`src/rtl/ddb_defines.svh`:
```
// Constants for the DDR bank command timing block
`ifndef DDB_DEFINES_SVH
`define DDB_DEFINES_SVH
// -------------------------------------------------------------------------
// Contract
// - Four independent banks; activate opens one with bank select and row.
// - Precharge closes the selected bank, or all banks with the option bit.
// - Read data starts after the latency, then burst_length-1 ordered words.
// - Start column is A11,A9-A0 in x4 mode, A9-A0 in x8 mode.
// - Read with autoclose closes the bank burst_length/2 cycles later.
// - Write words latch on strobe edges, first 0.75 to 1.25 cycles later.
// - Write with autoclose closes the bank after the last word.
// - A new read cuts a running read burst short, one cycle apart.
// - Precharge to the read bank stops data one latency later.
// - Refresh rows are counted inside; all four banks refresh together.
// - Burst length and order are held until the next mode_register_set.
// -------------------------------------------------------------------------
`define DDB_RCW_ACT 3'h3
`define DDB_RCW_READ 3'h5
`define DDB_RCW_WRITE 3'h4
`define DDB_RCW_PRE 3'h2
`define DDB_RCW_REF 3'h1
`define DDB_RCW_MRS 3'h0
`define DDB_AP_BIT 10
`define DDB_COL_HI_BIT 11
`define DDB_BL_MSB 2
`define DDB_BL_LSB 0
`define DDB_BT_BIT 3
`define DDB_CL_MSB 6
`define DDB_CL_LSB 4
`define DDB_BL2 3'h1
`define DDB_BL4 3'h2
`define DDB_CL15 3'h5
`define DDB_CL25 3'h6
`define DDB_HALF_CL15 3'h3
`define DDB_HALF_CL2 3'h4
`define DDB_HALF_CL25 3'h5
`define DDB_MASK_BL2 3'h1
`define DDB_MASK_BL4 3'h3
`define DDB_MASK_BL8 3'h7
`define DDB_RST_BL 3'h3
`define DDB_RST_BT 1'h0
`define DDB_RST_CL 3'h2
`define DDB_SLOTS 6
`define DDB_OFS_CTRL 8'h00
`define DDB_OFS_STATUS 8'h04
`define DDB_OFS_REFROW 8'h08
`define DDB_OFS_COLUMN 8'h0c
`define DDB_ROW_PAGE 4'h1
`define DDB_CTRL_X4 0
`define DDB_ST_OPEN_LSB 0
`define DDB_ST_PDOWN 4
`define DDB_ST_SELF 5
`define DDB_ST_BL_LSB 8
`define DDB_ST_BT 11
`define DDB_ST_CL_LSB 12
`endif

```
`src/rtl/ddb_pkg.sv`:
```
// Types for the DDR bank command timing block
package ddb_pkg;
    typedef logic [7:0] ddb_word_t;
    typedef logic [1:0] ddb_bank_t;
    typedef logic [12:0] ddb_addr_t;
    typedef logic [2:0] ddb_col_t;
    typedef enum logic [2:0] {
        DDB_PS_RUN = 3'h1,
        DDB_PS_PDOWN = 3'h2,
        DDB_PS_SELF = 3'h4
    } ddb_pwr_e;
    typedef struct packed {
        logic valid;
        logic stop;
        logic all;
        ddb_bank_t bank;
        ddb_col_t col;
    } ddb_slot_s;
endpackage

```
`src/rtl/ddb_core.sv`:
```
// DDR DRAM device: command decode, bank state, bursts and APB status
`timescale 1ns/1ps
`default_nettype none
`include "ddb_defines.svh"
module ddb_core (
    input wire logic clk,
    input wire logic rst_n,
    input wire logic psel,
    input wire logic penable,
    input wire logic pwrite,
    input wire logic [7:0] paddr,
    input wire logic [31:0] pwdata,
    output logic [31:0] prdata,
    output logic pready,
    output logic pslverr,
    input wire logic ddr_ck,
    input wire logic cke,
    input wire logic cs_n,
    input wire logic ras_n,
    input wire logic cas_n,
    input wire logic we_n,
    input wire ddb_pkg::ddb_bank_t bank_select,
    input wire ddb_pkg::ddb_addr_t addr,
    input wire ddb_pkg::ddb_word_t dq_i,
    output ddb_pkg::ddb_word_t dq_o,
    output logic dq_oe_n,
    input wire logic dqs_i,
    output logic dqs_o,
    output logic dqs_oe_n,
    input wire logic dm
);
    import ddb_pkg::*;

    // -------------------------------------------------------------------
    // Pin synchronisers
    // -------------------------------------------------------------------
    // Link pins run on a foreign clock; all are sampled as one vector so that
    // command fields stay aligned with the sampled link clock edge.
    logic [30:0] pin_s1_q, pin_s2_q;
    logic ck_s3_q, dqs_s3_q;
    logic ck_s, cke_s, cs_n_s, dqs_s, dm_s;
    logic [2:0] rcw_s;
    ddb_bank_t ba_s;
    ddb_addr_t addr_s;
    ddb_word_t dq_s;
    logic ck_rise, lk_edge, dqs_edge;
    always_ff @(posedge clk or negedge rst_n) begin
        if (!rst_n) begin
            pin_s1_q <= '0;
            pin_s2_q <= '0;
            ck_s3_q <= 1'h0;
            dqs_s3_q <= 1'h0;
        end else begin
            pin_s1_q <= {ddr_ck, cke, cs_n, ras_n, cas_n, we_n, bank_select, addr, dq_i, dqs_i, dm};
            pin_s2_q <= pin_s1_q;
            ck_s3_q <= ck_s;
            dqs_s3_q <= dqs_s;
        end
    end
    assign {ck_s, cke_s, cs_n_s, rcw_s, ba_s, addr_s, dq_s, dqs_s, dm_s} = pin_s2_q;
    assign ck_rise = ck_s & ~ck_s3_q;
    assign lk_edge = ck_s ^ ck_s3_q;
    assign dqs_edge = dqs_s ^ dqs_s3_q;
    // -------------------------------------------------------------------
    // Command decode
    // -------------------------------------------------------------------
    ddb_pwr_e pwr_q, pwr_d;
    logic cmd_ok, cmd_act, cmd_rd, cmd_wr, cmd_pre, cmd_ref, cmd_mrs;
    logic [2:0] bl_code_q, bl_code_d, cl_code_q, cl_code_d, bl_mask, cl_half, bl_half;
    logic bt_q, bt_d;
    logic [10:0] col_in;
    logic ctrl_x4_q, ctrl_x4_d;
    assign cmd_ok = ck_rise & cke_s & ~cs_n_s & (pwr_q == DDB_PS_RUN);
    assign cmd_act = cmd_ok & (rcw_s == `DDB_RCW_ACT);
    assign cmd_rd = cmd_ok & (rcw_s == `DDB_RCW_READ);
    assign cmd_wr = cmd_ok & (rcw_s == `DDB_RCW_WRITE);
    assign cmd_pre = cmd_ok & (rcw_s == `DDB_RCW_PRE);
    assign cmd_ref = cmd_ok & (rcw_s == `DDB_RCW_REF);
    assign cmd_mrs = cmd_ok & (rcw_s == `DDB_RCW_MRS);
    always_comb begin
        case (bl_code_q)
            `DDB_BL2: bl_mask = `DDB_MASK_BL2;
            `DDB_BL4: bl_mask = `DDB_MASK_BL4;
            default: bl_mask = `DDB_MASK_BL8;
        endcase
        // Latency counted in link half cycles so that 1.5 and 2.5 are exact
        case (cl_code_q)
            `DDB_CL15: cl_half = `DDB_HALF_CL15;
            `DDB_CL25: cl_half = `DDB_HALF_CL25;
            default: cl_half = `DDB_HALF_CL2;
        endcase
        bl_half = {1'h0, bl_mask[2:1]} + 3'h1;
    end
    assign col_in = {ctrl_x4_q & addr_s[`DDB_COL_HI_BIT], addr_s[9:0]};
    // -------------------------------------------------------------------
    // Banks
    // -------------------------------------------------------------------
    wire [3:0] bank_open;
    wire [12:0] bank_row [4];
    logic wr_close;
    ddb_bank_t wr_bank_q, wr_bank_d;
    for (genvar b = 0; b < 4; b++) begin : g_bank
        logic open_q, open_d;
        ddb_addr_t row_q, row_d;
        logic [2:0] cnt_q, cnt_d;
        wire hit = (ba_s == ddb_bank_t'(b));
        always_comb begin
            open_d = open_q;
            row_d = row_q;
            cnt_d = cnt_q;
            if (ck_rise && cnt_q != 3'h0) begin
                cnt_d = cnt_q - 3'h1;
                if (cnt_q == 3'h1) begin
                    open_d = 1'h0;
                end
            end
            if (wr_close && wr_bank_q == ddb_bank_t'(b)) begin
                open_d = 1'h0;
            end
            if (cmd_pre && (addr_s[`DDB_AP_BIT] || hit)) begin
                open_d = 1'h0;
            end
            if (cmd_act && hit) begin
                open_d = 1'h1;
                row_d = addr_s;
            end
            if (cmd_rd && hit && addr_s[`DDB_AP_BIT]) begin
                cnt_d = bl_half;
            end
        end
        always_ff @(posedge clk or negedge rst_n) begin
            if (!rst_n) begin
                open_q <= 1'h0;
                row_q <= '0;
                cnt_q <= 3'h0;
            end else begin
                open_q <= open_d;
                row_q <= row_d;
                cnt_q <= cnt_d;
            end
        end
        assign bank_open[b] = open_q;
        assign bank_row[b] = row_q;

    end
    // -------------------------------------------------------------------
    // Read burst pipeline
    // -------------------------------------------------------------------
    // One slot per link half cycle; a read or a stop token enters at the slot
    // that makes it emerge exactly one latency later.
    ddb_slot_s slot_q [`DDB_SLOTS], slot_d [`DDB_SLOTS];
    logic rd_act_q, rd_act_d;
    ddb_bank_t rd_bank_q, rd_bank_d;
    ddb_col_t rd_col_q, rd_col_d, rd_idx_q, rd_idx_d, rd_ord;
    ddb_word_t dq_o_q, dq_o_d;
    logic dq_oe_n_q, dq_oe_n_d, dqs_o_q, dqs_o_d, dqs_oe_n_q, dqs_oe_n_d;
    ddb_word_t mem_q [32], mem_d [32];
    ddb_burst_order u_rd_order (
        .start(rd_col_d),
        .idx(rd_idx_d),
        .mask(bl_mask),
        .interleave(bt_q),
        .col(rd_ord)
    );
    always_comb begin
        slot_d = slot_q;
        rd_act_d = rd_act_q;
        rd_bank_d = rd_bank_q;
        rd_col_d = rd_col_q;
        rd_idx_d = rd_idx_q;
        if (lk_edge) begin
            for (int i = 0; i < `DDB_SLOTS - 1; i++) begin
                slot_d[i] = slot_q[i + 1];
            end
            slot_d[`DDB_SLOTS - 1] = '0;
            if (rd_act_q) begin
                rd_idx_d = rd_idx_q + 3'h1;
                if (rd_idx_q == bl_mask) begin
                    rd_act_d = 1'h0;
                end
            end
            if (slot_q[0].valid && slot_q[0].stop) begin
                if (slot_q[0].all || slot_q[0].bank == rd_bank_q) begin
                    rd_act_d = 1'h0;
                end
            end else if (slot_q[0].valid) begin
                rd_act_d = 1'h1;
                rd_bank_d = slot_q[0].bank;
                rd_col_d = slot_q[0].col;
                rd_idx_d = 3'h0;
            end
        end
        if (cmd_rd || cmd_pre) begin
            slot_d[cl_half - 3'h1] = '{1'h1, cmd_pre, addr_s[`DDB_AP_BIT], ba_s, addr_s[2:0]};
        end
        dq_oe_n_d = ~rd_act_d;
        dqs_oe_n_d = ~rd_act_d;
        dqs_o_d = rd_act_d & ~rd_idx_d[0];
        dq_o_d = rd_act_d ? mem_q[{rd_bank_d, rd_ord}] : 8'h00;
    end
    always_ff @(posedge clk or negedge rst_n) begin
        if (!rst_n) begin
            for (int i = 0; i < `DDB_SLOTS; i++) begin
                slot_q[i] <= '0;
            end
            rd_act_q <= 1'h0;
            rd_bank_q <= 2'h0;
            rd_col_q <= 3'h0;
            rd_idx_q <= 3'h0;
            dq_o_q <= 8'h00;
            dq_oe_n_q <= 1'h1;
            dqs_o_q <= 1'h0;
            dqs_oe_n_q <= 1'h1;
        end else begin
            slot_q <= slot_d;
            rd_act_q <= rd_act_d;
            rd_bank_q <= rd_bank_d;
            rd_col_q <= rd_col_d;
            rd_idx_q <= rd_idx_d;
            dq_o_q <= dq_o_d;
            dq_oe_n_q <= dq_oe_n_d;
            dqs_o_q <= dqs_o_d;
            dqs_oe_n_q <= dqs_oe_n_d;
        end
    end
    assign dq_o = dq_o_q;
    assign dq_oe_n = dq_oe_n_q;
    assign dqs_o = dqs_o_q;
    assign dqs_oe_n = dqs_oe_n_q;
    // -------------------------------------------------------------------
    // Write burst capture and storage
    // -------------------------------------------------------------------
    logic wr_act_q, wr_act_d, wr_ap_q, wr_ap_d, wr_we;
    ddb_col_t wr_col_q, wr_col_d, wr_idx_q, wr_idx_d, wr_ord;
    logic [4:0] wr_addr;
    ddb_burst_order u_wr_order (
        .start(wr_col_q),
        .idx(wr_idx_q),
        .mask(bl_mask),
        .interleave(bt_q),
        .col(wr_ord)
    );
    assign wr_addr = {wr_bank_q, wr_ord};
    always_comb begin
        wr_act_d = wr_act_q;
        wr_bank_d = wr_bank_q;
        wr_col_d = wr_col_q;
        wr_idx_d = wr_idx_q;
        wr_ap_d = wr_ap_q;
        wr_we = 1'h0;
        wr_close = 1'h0;
        // Only a rising strobe may latch the first word, so a late preamble is not data
        if (dqs_edge && wr_act_q && (wr_idx_q != 3'h0 || dqs_s)) begin
            wr_we = ~dm_s;
            wr_idx_d = wr_idx_q + 3'h1;
            if (wr_idx_q == bl_mask) begin
                wr_act_d = 1'h0;
                wr_close = wr_ap_q;
            end
        end
        if (cmd_wr) begin
            wr_act_d = 1'h1;
            wr_bank_d = ba_s;
            wr_col_d = addr_s[2:0];
            wr_idx_d = 3'h0;
            wr_ap_d = addr_s[`DDB_AP_BIT];
        end
        mem_d = mem_q;
        if (wr_we) begin
            mem_d[wr_addr] = dq_s;
        end
    end
    always_ff @(posedge clk or negedge rst_n) begin
        if (!rst_n) begin
            wr_act_q <= 1'h0;
            wr_bank_q <= 2'h0;
            wr_col_q <= 3'h0;
            wr_idx_q <= 3'h0;
            wr_ap_q <= 1'h0;
            for (int i = 0; i < 32; i++) begin
                mem_q[i] <= 8'h00;
            end
        end else begin
            wr_act_q <= wr_act_d;
            wr_bank_q <= wr_bank_d;
            wr_col_q <= wr_col_d;
            wr_idx_q <= wr_idx_d;
            wr_ap_q <= wr_ap_d;
            mem_q <= mem_d;
        end
    end
    // -------------------------------------------------------------------
    // Mode, refresh, power state and APB
    // -------------------------------------------------------------------
    logic [12:0] ref_row_q, ref_row_d;
    logic [10:0] last_col_q, last_col_d;
    logic pready_q, pready_d, pslverr_q, pslverr_d;
    logic [31:0] prdata_q, prdata_d, status;
    always_comb begin
        pwr_d = pwr_q;
        bl_code_d = bl_code_q;
        bt_d = bt_q;
        cl_code_d = cl_code_q;
        ref_row_d = ref_row_q;
        last_col_d = last_col_q;
        ctrl_x4_d = ctrl_x4_q;
        case (pwr_q)
            DDB_PS_RUN: begin
                if (ck_rise && !cke_s) begin
                    pwr_d = (!cs_n_s && rcw_s == `DDB_RCW_REF) ? DDB_PS_SELF : DDB_PS_PDOWN;
                end
            end
            DDB_PS_PDOWN, DDB_PS_SELF: begin
                if (cke_s) begin
                    pwr_d = DDB_PS_RUN;
                end
            end
            default: pwr_d = DDB_PS_RUN;
        endcase
        if (cmd_ref) begin
            ref_row_d = ref_row_q + 13'h1;
        end
        if (cmd_mrs && ba_s == 2'h0) begin
            bl_code_d = addr_s[`DDB_BL_MSB:`DDB_BL_LSB];
            bt_d = addr_s[`DDB_BT_BIT];
            cl_code_d = addr_s[`DDB_CL_MSB:`DDB_CL_LSB];
        end
        if (cmd_rd || cmd_wr) begin
            last_col_d = col_in;
        end
        status = 32'h0;
        status[`DDB_ST_OPEN_LSB +: 4] = bank_open;
        status[`DDB_ST_PDOWN] = (pwr_q == DDB_PS_PDOWN);
        status[`DDB_ST_SELF] = (pwr_q == DDB_PS_SELF);
        status[`DDB_ST_BL_LSB +: 3] = bl_code_q;
        status[`DDB_ST_BT] = bt_q;
        status[`DDB_ST_CL_LSB +: 3] = cl_code_q;
        // Answer is prepared in the setup cycle so pready can come from a flop
        prdata_d = 32'h0;
        pready_d = psel & ~penable;
        pslverr_d = 1'h0;
        if (psel && !penable) begin
            case (paddr)
                `DDB_OFS_CTRL: prdata_d[`DDB_CTRL_X4] = ctrl_x4_q;
                `DDB_OFS_STATUS: prdata_d = status;
                `DDB_OFS_REFROW: prdata_d = {19'h0, ref_row_q};
                `DDB_OFS_COLUMN: prdata_d = {21'h0, last_col_q};
                default: begin
                    if (paddr[7:4] == `DDB_ROW_PAGE && paddr[1:0] == 2'h0) begin
                        prdata_d = {19'h0, bank_row[paddr[3:2]]};
                    end else begin
                        pslverr_d = 1'h1;
                    end
                end
            endcase
        end
        if (psel && penable && pready_q && pwrite && paddr == `DDB_OFS_CTRL) begin
            ctrl_x4_d = pwdata[`DDB_CTRL_X4];
        end
    end
    always_ff @(posedge clk or negedge rst_n) begin
        if (!rst_n) begin
            pwr_q <= DDB_PS_RUN;
            bl_code_q <= `DDB_RST_BL;
            bt_q <= `DDB_RST_BT;
            cl_code_q <= `DDB_RST_CL;
            ref_row_q <= 13'h0;
            last_col_q <= 11'h0;
            ctrl_x4_q <= 1'h0;
            prdata_q <= 32'h0;
            pready_q <= 1'h0;
            pslverr_q <= 1'h0;
        end else begin
            pwr_q <= pwr_d;
            bl_code_q <= bl_code_d;
            bt_q <= bt_d;
            cl_code_q <= cl_code_d;
            ref_row_q <= ref_row_d;
            last_col_q <= last_col_d;
            ctrl_x4_q <= ctrl_x4_d;
            prdata_q <= prdata_d;
            pready_q <= pready_d;
            pslverr_q <= pslverr_d;
        end
    end
    assign prdata = prdata_q;
    assign pready = pready_q;
    assign pslverr = pslverr_q;
endmodule
`default_nettype wire

```
`src/rtl/ddb_burst_order.sv`:
```
// Column walk inside a burst, sequential or interleaved
`timescale 1ns/1ps
`default_nettype none
module ddb_burst_order (
    input wire ddb_pkg::ddb_col_t start,
    input wire ddb_pkg::ddb_col_t idx,
    input wire logic [2:0] mask,
    input wire logic interleave,
    output ddb_pkg::ddb_col_t col
);
    import ddb_pkg::*;
    ddb_col_t walk;
    always_comb begin
        walk = interleave ? (start ^ idx) : ddb_col_t'(start + idx);
        // Bits above the burst length stay those of the start column
        col = (start & ~mask) | (walk & mask);
    end
endmodule
`default_nettype wire

```
`config.mk`:
```
export PLATFORM = sky130hd
export DESIGN_NAME = ddb_core
export DESIGN_NICKNAME = d
export VERILOG_FILES = /design/src/rtl/ddb_pkg.sv /design/src/rtl/ddb_core.sv /design/src/rtl/ddb_burst_order.sv
export VERILOG_INCLUDE_DIRS = /design/src /design/src/rtl
export SDC_FILE = /design/constraint.sdc
export NUM_CORES = 1
export LEC_CHECK = 0
export BUFFER_PORTS_ARGS = -buffer_cell sky130_fd_sc_hd__buf_2
export CORE_ASPECT_RATIO = 0.8
export CORE_MARGIN = 8
export CORE_UTILIZATION = 50
export CTS_BUF_LIST = sky130_fd_sc_hd__clkbuf_8
export DETAILED_ROUTE_END_ITERATION = 16
export GPL_ROUTABILITY_DRIVEN = 0
export PLACE_DENSITY = 0.67
export SLEW_MARGIN = 20
export SYNTH_ARGS = -nofsm -noshare
export SYNTH_HDL_FRONTEND = slang
export SYNTH_SLANG_ARGS = --single-unit
export TNS_END_PERCENT = 50
```
`constraint.sdc`:
```
create_clock -name clk -period 7.55 [get_ports clk]
set_input_delay 1.51 -clock clk [delete_from_list [all_inputs] [get_ports clk]]
set_output_delay 1.51 -clock clk [all_outputs]
set_load 0.005 [all_outputs]
```
# [Word-level counts from Yosys, hierarchy flattened]
# Cells that the tools add are included.
[word_totals] out_inout_bits=45 in_bits=76 elab_cells=345 ff_bits=534
[op_classes] n_lt_le_gt_ge=6 n_addsub=11 eq_ne=31 bitwise_logic=34 reduce_logical=81 muxes=82
[ops] operator="$bwmux W256" count=1
[ops] operator="$pmux W31 S4" count=1
[ops] operator="$mux W48" count=2
[ops] operator="$mux W3" count=22
[ops] operator="$bwmux W48" count=1
[ops] operator="$bmux W8 S5" count=1
[ops] operator="$demux W8 S5" count=1
[ops] operator="$mux W8" count=5
[ops] operator="$mux W13" count=3
[ops] operator="$logic_and A1 B1 Y1" count=38
[ops] operator="$mux W1" count=35
[ops] operator="$mux W32" count=1
[ops] operator="$reduce_bool A4 Y1" count=8
[ops] operator="$bmux W13 S2" count=1
[ops] operator="$demux W8 S3" count=1
[ops] operator="$eq A3 B1 Y1 const B" count=7
[ops] operator="$pmux W3 S2" count=3
[ops] operator="$eq A8 B4 Y1 const B" count=2
[ops] operator="$eq A3 B3 Y1 const B" count=5
[ops] operator="$reduce_bool A3 Y1" count=5
[ops] operator="$sub A3 B1 Y3 const B" count=5
[ops] operator="$add A13 B1 Y13 const B" count=1
[ops] operator="$and A1 B1 Y1" count=13
[ops] operator="$and A3 B3 Y3" count=4
[ops] operator="other kinds (36)" count=79

# [Depth between registers and ports, before layout]
# Gate-level depths: netlist (run 1).
[logic_depth] ltp_word=14 depth_mapped=16 mapped_depth_nobuf=12

# [Modules after synthesis]
# From an unflattened synthesis (run 1), not the netlist that was laid out.
[hier_totals] cells_unflattened=1724 area_unflattened_um2=22964.5
[modules_own_cells] mod="ddb_core" seq_area_each_um2=12943.7 cells_each=1696 instances=1 area_per_inst_um2=22739.3
[modules_own_cells] mod="ddb_burst_order" seq_area_each_um2=0.0 cells_each=14 instances=2 area_per_inst_um2=112.6

# [Worst setup path before layout (run 1)]
# No wires, ideal clock.
[synth_timing] path_kind="register to register" startpoint="register pin_s2_q[30]" endpoint="register dq_o_q[3] (netlist: dq_o[3])" t_required_ps=7411 n_path_buf=4 setup_ps=139 period_less_slack_ps=4137 arrival_time_ps=3999 stages_incl_launch_ff=13 path_slack_ps=3413 cell_sequence="dfrtp_1 > ha_1 > buf_2 > buf_1 > nor2_1 > mux2_2 > ha_1 > clkbuf_1 > buf_1 > mux4_2 > nand3_2 > a21oi_1 > or4_1"
[synth_via] elab_chain_len=11 elab_cells_between_ends=16 classes_between="add/sub (1); mux (9); bitwise (6)"
[synth_rtl] item="start, declared" line="ddb_core.sv:39" source="logic [30:0] pin_s1_q, pin_s2_q;"
[synth_rtl] item="start signal, assigned" line="ddb_core.sv:55" source="pin_s2_q <= pin_s1_q;"
[synth_rtl] item="$xor A1 B1 Y1 *" line="ddb_core.sv:62" source="assign lk_edge = ck_s ^ ck_s3_q;"
[synth_rtl] item="$mux W3 *" line="ddb_core.sv:171" source="if (lk_edge) begin"
[synth_rtl] item="named net rd_idx_d[0]" line="ddb_core.sv:154" source="ddb_col_t rd_col_q, rd_col_d, rd_idx_q, rd_idx_d, rd_ord;"
[synth_rtl] item="$add A3 B3 Y3 / $xor A3 B3 Y3 (equally long branches)" line="ddb_burst_order.sv:14" source="walk = interleave ? (start ^ idx) : ddb_col_t'(start + idx);"
[synth_rtl] item="$mux W3 *" line="ddb_burst_order.sv:14"
[synth_rtl] item="$and A3 B3 Y3 *" line="ddb_burst_order.sv:16" source="col = (start & ~mask) | (walk & mask);"
[synth_rtl] item="$or A3 B3 Y3 *" line="ddb_burst_order.sv:16"
[synth_rtl] item="$not A5 Y6 (not written as such) *" line="ddb_core.sv:199" source="dq_o_d = rd_act_d ? mem_q[{rd_bank_d, rd_ord}] : 8'h00;"
[synth_rtl] item="$bmux W8 S5 *" line="ddb_core.sv:199"
[synth_rtl] item="$mux W8 (not written as such) * (2 in a row)" line="ddb_core.sv:199"
[synth_rtl] item="$mux W8 *" line="ddb_core.sv:199"
[synth_rtl] item="named net dq_o_d[3]" line="ddb_core.sv:155" source="ddb_word_t dq_o_q, dq_o_d;"
[synth_rtl] item="end signal, assigned" line="ddb_core.sv:220" source="dq_o_q <= dq_o_d;"
[synth_rtl] item="end, declared" line="ddb_core.sv:155"
# Mark *: on every way through the listed nets, which the timed path passes. The rest lies on a longest branch. The select of a mux whose other input is x is not followed.
# A chain may end at the register's enable or synchronous reset.

# [Worst setup path after layout (run 1)]
[layout_timing] startpoint="register pin_s2_q[30]" endpoint="register dq_o_q[4] (netlist: dq_o[4])"
[layout_via] elab_chain_len=11 elab_cells_between_ends=16 classes_between="add/sub (1); mux (9); bitwise (6)"
[layout_rtl] item="$xor A1 B1 Y1 *" line="ddb_core.sv:62"
[layout_rtl] item="$mux W3 *" line="ddb_core.sv:171"
[layout_rtl] item="named net rd_col_d[0]" line="ddb_core.sv:154"
[layout_rtl] item="$add A3 B3 Y3 / $xor A3 B3 Y3 (equally long branches)" line="ddb_burst_order.sv:14"
[layout_rtl] item="$mux W3" line="ddb_burst_order.sv:14"
[layout_rtl] item="$and A3 B3 Y3" line="ddb_burst_order.sv:16"
[layout_rtl] item="$or A3 B3 Y3 *" line="ddb_burst_order.sv:16"
[layout_rtl] item="$not A5 Y6 (not written as such) *" line="ddb_core.sv:199"
[layout_rtl] item="$bmux W8 S5 *" line="ddb_core.sv:199"
[layout_rtl] item="$mux W8 (not written as such) * (2 in a row)" line="ddb_core.sv:199"
[layout_rtl] item="$mux W8 *" line="ddb_core.sv:199"
[layout_rtl] item="named net dq_o_d[4]" line="ddb_core.sv:155"
# Marks and branches as above.

==> results of run 1 <==
## kinds of logic (layout without fill, tap and decap cells)
logic type	Yosys count	after routing	share of synthesized area
flip-flops	517	517	0.569
XOR/XNOR	28	28	0.0108
AO/OA/AOI/OAI	169	169	0.0417
multiplexers	475	475	0.272
adder cells (fa/ha/maj)	23	23	0.0133
other	1	17	0.000165
buffers and inverters	143	255	0.0285
AND/OR/NAND/NOR	294	294	0.0653
## registers in the layout, indices dropped and copies added, names as in the netlist, 4 cells and up, named ones only
signal         flops
prdata            15
last_col_q        11
g_bank.open_q      4
mem_q            256
ref_row_q         13
slot_q            46
pin_s2_q          31
pin_s1_q          31
g_bank.row_q      52
dq_o               8
g_bank.cnt_q      12
## per-layer routing
metal | vias up | part of all wire
li1 | 6043 | -
met1 | 7085 | 0.46
met2 | 319 | 0.46
met3 | 107 | 0.054
met4 | 0 | 0.026
met5 | - | 0
## Yosys cell counts (5+ instances only)
cell / instances / area (sq um)
buf_1: 9 / 33.8
a21oi_1: 72 / 360
nand2_1: 70 / 263
xor2_1: 6 / 52.6
or4_1: 10 / 75.1
mux4_2: 78 / 1760
nor2b_1: 16 / 100
nor2_1: 87 / 327
a22oi_1: 11 / 82.6
nand3_1: 32 / 160
nor2_2: 8 / 50.1
o21ai_0: 56 / 280
buf_4: 18 / 135
clkbuf_1: 77 / 289
nand3_2: 10 / 100
nand2b_1: 10 / 62.6
mux2i_1: 34 / 340
xnor2_1: 22 / 193
dfstp_2: 5 / 131
nor3_1: 11 / 55.1
ha_1: 21 / 263
o21ai_1: 5 / 25.0
dfrtp_1: 512 / 12800
mux2_2: 363 / 4090
and2_1: 11 / 68.8
inv_1: 31 / 116
## area by class of cell
class,instances,share of cell area
clock buffer,96,0.0526
tap,612,0.0305
sequential,517,0.516
clock inverter,44,0.00797
inverter,31,0.00463
multi-input combinational,1006,0.369
timing repair buffer,84,0.0193
## power breakdown
part,internal (uW),switching [uW]
combinational,474,538
clock,1150,1080
sequential,2980,164
## worst min-delay path by stage
stage                           startpoint                endpoint  slack (ps)  cells past startpoint
detailed placement  pin_s1_q[10]$_DFF_PN0_  pin_s2_q[10]$_DFF_PN0_         330                      0
finish              pin_s1_q[18]$_DFF_PN0_  pin_s2_q[18]$_DFF_PN0_         340                      0
global route        pin_s1_q[14]$_DFF_PN0_  pin_s2_q[14]$_DFF_PN0_         350                      0
global placement     pin_s1_q[8]$_DFF_PN0_   pin_s2_q[8]$_DFF_PN0_         330                      0
floorplan            pin_s1_q[0]$_DFF_PN0_   pin_s2_q[0]$_DFF_PN0_         330                      0
CTS                 pin_s1_q[10]$_DFF_PN0_  pin_s2_q[10]$_DFF_PN0_         350                      0
## through the flow
step | hold slack, ps | cells | instance area, sq um | util
final | 344 | 2390 | 25100 | 0.554
after global routing | 354 | 2390 | 25100 | 0.554
after CTS | 347 | 2390 | 25100 | 0.554
after detailed placement | 335 | 2250 | 23600 | 0.520
after global placement | 332 | 2250 | 23600 | 0.520
after floorplan | 331 | 1666 | 22800 | -
==> summary.txt, run 1 <==
First-pass detailed-route iteration total: 7
Setup crit start: pin_s2_q[30]$_DFF_PN0_
Reg2Reg Launch Point: pin_s2_q[30]$_DFF_PN0_
Max-slew violation count: 0
Worst slew margin: 0.250
Clk_skew: 39.9 ps
Number of buffers and inverters on the critical path: 2
Avg Inst Size Synth: 13.8 sq um
Outcome: completed
P&R area growth vs syn: 10.4%
Crit path DAT: 5370 ps
Setup Buffers After CTS: 0
Met1 Use GR: 0.279
Most frequent cells in the layout: dfrtp_1, mux2_2, clkbuf_8
Post-synth EDFFs: 0
Startpoint Class: flop
Fin crit share: 0.646
Sequential fraction of the synthesis area: 0.569
Critical path type: flop to flop
Crit. End Element: flop
H-Tree Depth: 3
Port Buffer Count: 72
GR peak layer: met2
Initial antenna violation count: 0
Clk_lat worst skew: 660 ps
Highest clock rate: 205 MHz
DR WL/cell: 21.1 um
Total power: 6380 uW
Worst reg2reg endpoint: dq_o[4]$_DFF_PN0_
RSZ-0062 raised after global routing: no
Worst Setup EP: dq_o[4]$_DFF_PN0_
Critical Path, Cell by Cell: ha_2 -> buf_4 -> nor2_4 -> mux2_2 -> ha_4 -> buf_4 -> mux4_2 -> nand3_1 -> a21oi_1 -> or4_1
Minimum clock period after layout: 4880 ps
Most used cell, CP: buf_4
CP peak stage delay: 810 ps
Worst-case reg-to-reg path depth: 10
LEAKAGE: 0.0121 uW
Total CTS buffers: 83
Post-route setup TNS: 0 ps
Initial core utilization: 0.502
Worst-Margin Slew: 1120 ps
Yosys Warn Count: 0
Top delay family on crit path: buffers and inverters
CP Max Fanout: 57
Row count: 70
Pin count of the biggest net entering global routing: 177
PD cells: 254 nW/um^2
Synthesized flop and latch total: 517
Post-DP HPWL: 31400 um
Synth cell types: 63
Max Root-Sink Buffers: 3
Register area: 13000 sq um
CTS tree: yes
Area occupied by multi-input gates: 9280 sq um
Met2 Track Usage GR: 0.301
Vias in the first global route: 14362
Slowest CP cell: ha_4
Top FF cell, synth: dfrtp_1
Number of fill cells: 3759
Final Setup Violations: 0
# diodes: 0
CTS Sinks: 517
Ys async rst share: 1.00
Leading cell type in the layout, fill and taps excluded: dfrtp_1
Synth Cell Area: 22800 sq um
PostCTS Resize Cnt: 0
DR vias: 13554
Maxcap violations: 0
# IOs: 121
Tightest Hold Check Type: flop to flop
Die width: 255 um
ANT nets after route: 0
Core footprint: 45400 sq um
Total track usage: 0.197
Peak supply drop: 0.171 mV
Routed vias/inst: 5.67
Drt total wl: 50500 um
Final hold violations: 0
Post-Synthesis Cells: 1650
First-pass GRT wire length: 80800 um
Levels on crit path: 10
Die area: 52700 sq um
Reg clk slew, reported paths: 60 ps
Worst EP required: 8050 ps
Worst setup margin: 2670 ps
Total congestion overflow: 0
Dpl ws: 2600 ps
Die Ht: 207 um
DR DRC count: 0
NumNets Final: 1822
Met3 Resource Use GR: 0.0460
Initial DRC Count: 1008
Clock root buffer master: clkbuf_8
Share of cells above drive strength 1: 0.378
Reg2reg setup slack: 2670 ps
CTS hold repair buffers: 0
Note: power is estimated with default switching activity, not from simulation.
==> inputs of run 2 (changes only) <==
--- a/config.mk
+++ b/config.mk
@@ -13,7 +13,7 @@
 export CTS_BUF_LIST = sky130_fd_sc_hd__clkbuf_8
 export DETAILED_ROUTE_END_ITERATION = 16
 export GPL_ROUTABILITY_DRIVEN = 0
-export PLACE_DENSITY = 0.67
+export PLACE_DENSITY = 0.7
 export SLEW_MARGIN = 20
 export SYNTH_ARGS = -nofsm -noshare
 export SYNTH_HDL_FRONTEND = slang
==> constraint.sdc (replaced) <==
create_clock -name clk -period 4.45 [get_ports clk]
set_input_delay 0.89 -clock clk [delete_from_list [all_inputs] [get_ports clk]]
set_output_delay 0.89 -clock clk [all_outputs]
set_load 0.005 [all_outputs]
==> run 2 against run 1 <==
Global-route usage shrank 0.079 points. Sequential share of layout area shrank 0.72 points. Sequential cell count is the same. Via count shrank 0.17%. Critical endpoint is now dq_o[7]$_DFF_PN0_. Highest routed layer unchanged.
==> summary.txt, run 2 (synthesis results as in run 1) <==
Outcome: completed
Startpoint Class: flop
DR DRC count: 0 (unchanged)
NumNets Final: 1833 (+0.60%)
Pin count of the biggest net entering global routing: 100 (-44%)
Number of buffers and inverters on the critical path: 1 (-1)
# IOs: 121 (unchanged)
Peak supply drop: 0.242 mV (+41%)
Initial antenna violation count: 1 (+1)
Critical path type: flop to flop
Most frequent cells in the layout: dfrtp_1, mux2_2, clkbuf_8
Post-Place Cells: 2262 (+0.53%)
Registers with the most flip-flops: mem_q (256), g_bank.row_q (52), slot_q (46)
Crit. End Element: flop
Worst slew margin: 0.314 (+0.0642)
Minimum clock period after layout: 3800 ps (-1080 ps)
Maxcap violations: 0 (unchanged)
DR WL/cell: 20.6 um (-2.4%)
Routed length on met1: 22400 um (-4.3%)
Reg clk slew, reported paths: 70 ps (about the same)
Leading cell type in the layout, fill and taps excluded: dfrtp_1
CP Max Fanout: 32 (-44%)
Setup crit start: pin_s2_q[30]$_DFF_PN0_
Worst hold margin: 240 ps (-104 ps)
Crit path DAT: 4320 ps (-1050 ps)
Worst-Margin Slew: 1030 ps (-99.2 ps)
Row count: 70 (unchanged)
Routed vias/inst: 5.62 (-0.87%)
Met2 wire len: 23100 um (+0.18%)
Die width: 255 um (unchanged)
First-pass detailed-route iteration total: 5 (-2)
Routed wl met3: 2840 um (+3.8%)
Highest clock rate: 263 MHz (+28%)
Clk_lat worst skew: 660 ps (about the same)
Setup Buffers After CTS: 0 (unchanged)
CTS tree: yes
Final Setup Violations: 0 (unchanged)
Core footprint: 45400 sq um (unchanged)
Slowest CP cell: or4_1
Vias in the first global route: 14525 (+1.1%)
Tightest Hold Check Type: input pin to async pin
Clock root buffer master: clkbuf_8
Max Root-Sink Buffers: 3 (unchanged)
Max-slew violation count: 0 (unchanged)
Post-DP HPWL: 32600 um (+3.6%)
Die area: 52700 sq um (unchanged)
DR vias: 13531 (-0.17%)
Total CTS buffers: 82 (-1.2%)
Final hold violations: 0 (unchanged)
ANT nets after route: 0 (unchanged)
Clk_skew: 28.5 ps (-11.4 ps)
CTS Sinks: 517 (unchanged)
RSZ-0062 raised after global routing: no
Reg2Reg Launch Point: pin_s2_q[30]$_DFF_PN0_
PD cells: 444 nW/um^2 (+75%)
Worst EP required: 4970 ps (-3080 ps)
Largest register FFs: 256 (unchanged)
Uppermost layer routed: met4
Fin cells: 2407 (+0.71%)
P&R area growth vs syn: 11.9%
Die Ht: 207 um (unchanged)
Initial core utilization: 0.502 (unchanged)
Top reg by flops: mem_q
Fin crit share: 0.853 (+0.207)
Total power: 11300 uW (+77%)
Post-Place Cell Area: 23800 sq um (+0.69%)
Top delay family on crit path: simple AND/OR/NAND/NOR gates
Post-route setup TNS: 0 ps (unchanged)
H-Tree Depth: 3 (unchanged)
First-pass GRT wire length: 80600 um (-0.20%)
Critical Path, Cell by Cell: ha_2 -> nor2_4 -> mux2_2 -> ha_4 -> fa_1 -> nand2b_1 -> a21oi_1 -> or4_1 -> buf_4 -> nand3_1 -> a21oi_1 -> or4_1
Port Buffer Count: 72 (unchanged)
Initial DRC Count: 831 (-18%)
LEAKAGE: 0.0123 uW (+1.2%)
PostCTS Resize Cnt: 0 (unchanged)
Total congestion overflow: 0 (unchanged)
Final instance area: 25500 sq um (+1.4%)
Share of cells above drive strength 1: 0.390 (+0.0117)
Drt total wl: 49600 um (-1.7%)
CTS hold repair buffers: 0 (unchanged)
Total track usage: 0.196 (-0.000790)
CP peak stage delay: 550 ps (-260 ps)
[run 2: cell count changes in the layout (fill, tap and decap cells not counted), sizes merged]
cell / change
clkinvlp: +1
diode: +1
clkbuf: +4
inv: -13
bufinv: +5
clkinv: +7
buf: +12
[run 2: area by class of cell]
type,instances,area [sq um]
antenna,1,2.50
tap,612,766
fill,3701,19900
inverter,31,116
sequential,517,13000
clock buffer,100,1380
clock inverter,44,334
timing repair buffer,96,651
multi-input combinational,1006,9280
[run 2: power by group]
part / internal, uW / switching [uW]
Sequential: 5050 / 275
Combinational: 869 / 937
Clock: 2330 / 1860
[run 2: stage by stage]
stage,setup slack [ps],util
after detailed placement,554,0.524
after global placement,572,0.524
after CTS,507,0.561
after global routing,477,0.562
after floorplan,313,-
final,655,0.562
[run 2: metal layers]
layer  track usage  vias to the layer above
met5             0                        -
li1              -                     6051
met4        0.0676                        0
met2         0.305                      334
met3        0.0501                       90
met1         0.269                     7056
[run 2: path summary, 6_finish.rpt]
path | to | cells past startpoint | slack, ps
worst min-delay path | prdata[7]$_DFF_PN0_ | 1 | 240
min in group clk | pin_s1_q[0]$_DFF_PN0_ | 1 | 330
max in group asynchronous | pin_s2_q[2]$_DFF_PN0_ | 2 | 3160
worst max-delay path | dq_o[7]$_DFF_PN0_ | 12 | 650
worst min register to register | pin_s2_q[8]$_DFF_PN0_ | 0 | 350
worst max register to register | dq_o[7]$_DFF_PN0_ | 12 | 650
==> inputs of run 3 (changes only) <==
--- a/config.mk
+++ b/config.mk
@@ -14,6 +14,7 @@
 export DETAILED_ROUTE_END_ITERATION = 16
 export GPL_ROUTABILITY_DRIVEN = 0
 export PLACE_DENSITY = 0.7
+export SKIP_CTS_REPAIR_TIMING = 1
 export SLEW_MARGIN = 20
 export SYNTH_ARGS = -nofsm -noshare
 export SYNTH_HDL_FRONTEND = slang
==> constraint.sdc (replaced) <==
create_clock -name clk -period 3.2 [get_ports clk]
set_input_delay 0.64 -clock clk [delete_from_list [all_inputs] [get_ports clk]]
set_output_delay 0.64 -clock clk [all_outputs]
set_load 0.005 [all_outputs]
==> run 3 against run 2 <==
The flow now finishes with violations (negative setup slack). Highest routed layer unchanged. Critical path type unchanged. Critical endpoint is now dq_o[1]$_DFF_PN0_. Core utilization up 1.7 points. Sequential share of layout area down 1.5 points. Via count up 3.0%. Die area unchanged. Count of clock-buffer cells in the layout up 4.
==> summary.txt, run 3 (synthesis results as in run 1) <==
Worst EP required: 3720 ps (-1250 ps)
Share of cells above drive strength 1: 0.417 (+0.0271)
Critical path type: flop to flop
Drt total wl: 51800 um (+4.5%)
Maxcap violations: 0 (unchanged)
NumNets Final: 1897 (+3.5%)
Final hold violations: 0 (unchanged)
Reg clk slew, reported paths: 70 ps (about the same)
Peak supply drop: 0.498 mV (+110%)
# IOs: 121 (unchanged)
Total track usage: 0.201 (+0.00478)
Clk_lat worst skew: 670 ps (about the same)
P&R area growth vs syn: 15.2%
Initial DRC Count: 1074 (+29%)
Die Ht: 207 um (unchanged)
Initial core utilization: 0.502 (unchanged)
Fin crit share: 1.05 (+0.199)
CP Max Fanout: 8 (-75%)
Startpoint Class: flop
PD cells: 611 nW/um^2 (+38%)
CTS Sinks: 517 (unchanged)
Crit. End Element: flop
Outcome: finished, violations left
Clock root buffer master: clkbuf_8
Port Buffer Count: 72 (unchanged)
Vias in the first global route: 14455 (-0.48%)
Core footprint: 45400 sq um (unchanged)
LEAKAGE: 0.0127 uW (+3.4%)
H-Tree Depth: 3 (unchanged)
Initial antenna violation count: 0 (-1)
Most frequent cells in the layout: dfrtp_1, mux2_2, clkbuf_8
CTS tree: yes
First-pass detailed-route iteration total: 8 (+3)
Pin count of the biggest net entering global routing: 90 (-10%)
Dpl ws: -296 ps (-851 ps)
DR vias: 13942 (+3.0%)
Max-slew violation count: 0 (unchanged)
Failing checks: negative setup slack
DR WL/cell: 20.9 um (+1.7%)
Crit path DAT: 3890 ps (-430 ps)
Worst-Margin Slew: 724 ps (-301 ps)
Post-Place Cell Area: 24300 sq um (+2.5%)
RSZ-0062 raised after global routing: yes
Final instance area: 26200 sq um (+3.0%)
Row count: 70 (unchanged)
Die area: 52700 sq um (unchanged)
Clk_skew: 52.5 ps (+24.0 ps)
Worst slew margin: 0.517 (+0.203)
Registers with the most flip-flops: mem_q (256), g_bank.row_q (52), slot_q (46)
Total congestion overflow: 0 (unchanged)
Minimum clock period after layout: 3360 ps (-430 ps)
Leading cell type in the layout, fill and taps excluded: dfrtp_1
First-pass GRT wire length: 82600 um (+2.5%)
Top reg by flops: mem_q
Routed vias/inst: 5.64 (+0.25%)
Largest register FFs: 256 (unchanged)
Final Setup Violations: 8 (+8)
Max Root-Sink Buffers: 3 (unchanged)
Die width: 255 um (unchanged)
Post-DP HPWL: 33900 um (+4.3%)
ANT nets after route: 0 (unchanged)
DR DRC count: 0 (unchanged)
Worst setup margin: -165 ps (-820 ps)
Total CTS buffers: 83 (+1.2%)
Tightest Hold Check Type: input pin to flop
Post-route setup TNS: -1180 ps (-1180 ps)
# diodes: 0 (-1)
Highest clock rate: 297 MHz (+13%)
[run 3: worst paths after layout]
kind	slack, ps	cells past startpoint	end	startpoint
setup / recovery	-160	13	dq_o[1]$_DFF_PN0_	pin_s2_q[30]$_DFF_PN0_
hold / removal	80	1	pin_s1_q[27]$_DFF_PN0_	ras_n
setup reg to reg	-160	13	dq_o[1]$_DFF_PN0_	pin_s2_q[30]$_DFF_PN0_
hold reg to reg	340	0	pin_s2_q[7]$_DFF_PN0_	pin_s1_q[7]$_DFF_PN0_
max in group asynchronous	1680	3	pin_s2_q[6]$_DFF_PN0_	rst_n
min in group asynchronous	560	2	cl_code_q[2]$_DFFE_PN0P_	rst_n
[run 3: metal layers]
layer | GRT usage | part of all wire | vias up
li1 | - | - | 6188
met1 | 0.293 | 0.47 | 7303
met2 | 0.305 | 0.46 | 349
met3 | 0.0385 | 0.050 | 102
met4 | 0.0617 | 0.024 | 0
met5 | 0 | 0 | -
[run 3: worst max-delay path: stages, from the launching register on]
cell and delay [ps]:
dfrtp_1 410, ha_4 280, nor2_4 170, mux2_4 340
ha_4 170, fa_2 350, nand2b_4 90, a21oi_4 40
buf_6 140, o31a_4 330, clkbuf_16 180, o21ai_1 140
a21oi_1 80, or4_1 520
[run 3: final cells by class]
cell class	instances	area, sq um
flip-flops and latches	517	13000
inverters	31	116
clock inverters	45	255
repair buffers	159	1300
multi-input cells	1006	9410
clock buffers	104	1430
well taps	612	766
fillers	3611	19100
[run 3: through the flow]
stage	instances	total power [uW]	hold WS, ps	util
global placement	2318	10300	332	0.537
detailed placement	2318	10400	335	0.537
floorplan	1666	9270	331	-
global route	2474	16800	29.0	0.578
CTS	2467	16100	-63.1	0.574
finish	2474	16000	77.1	0.578
[run 3: power by group]
group          leakage, uW  switching (uW)  internal (uW)
sequential         0.00697             394           7020
combinational      0.00473            1450           1480
clock             0.000991            2610           3090
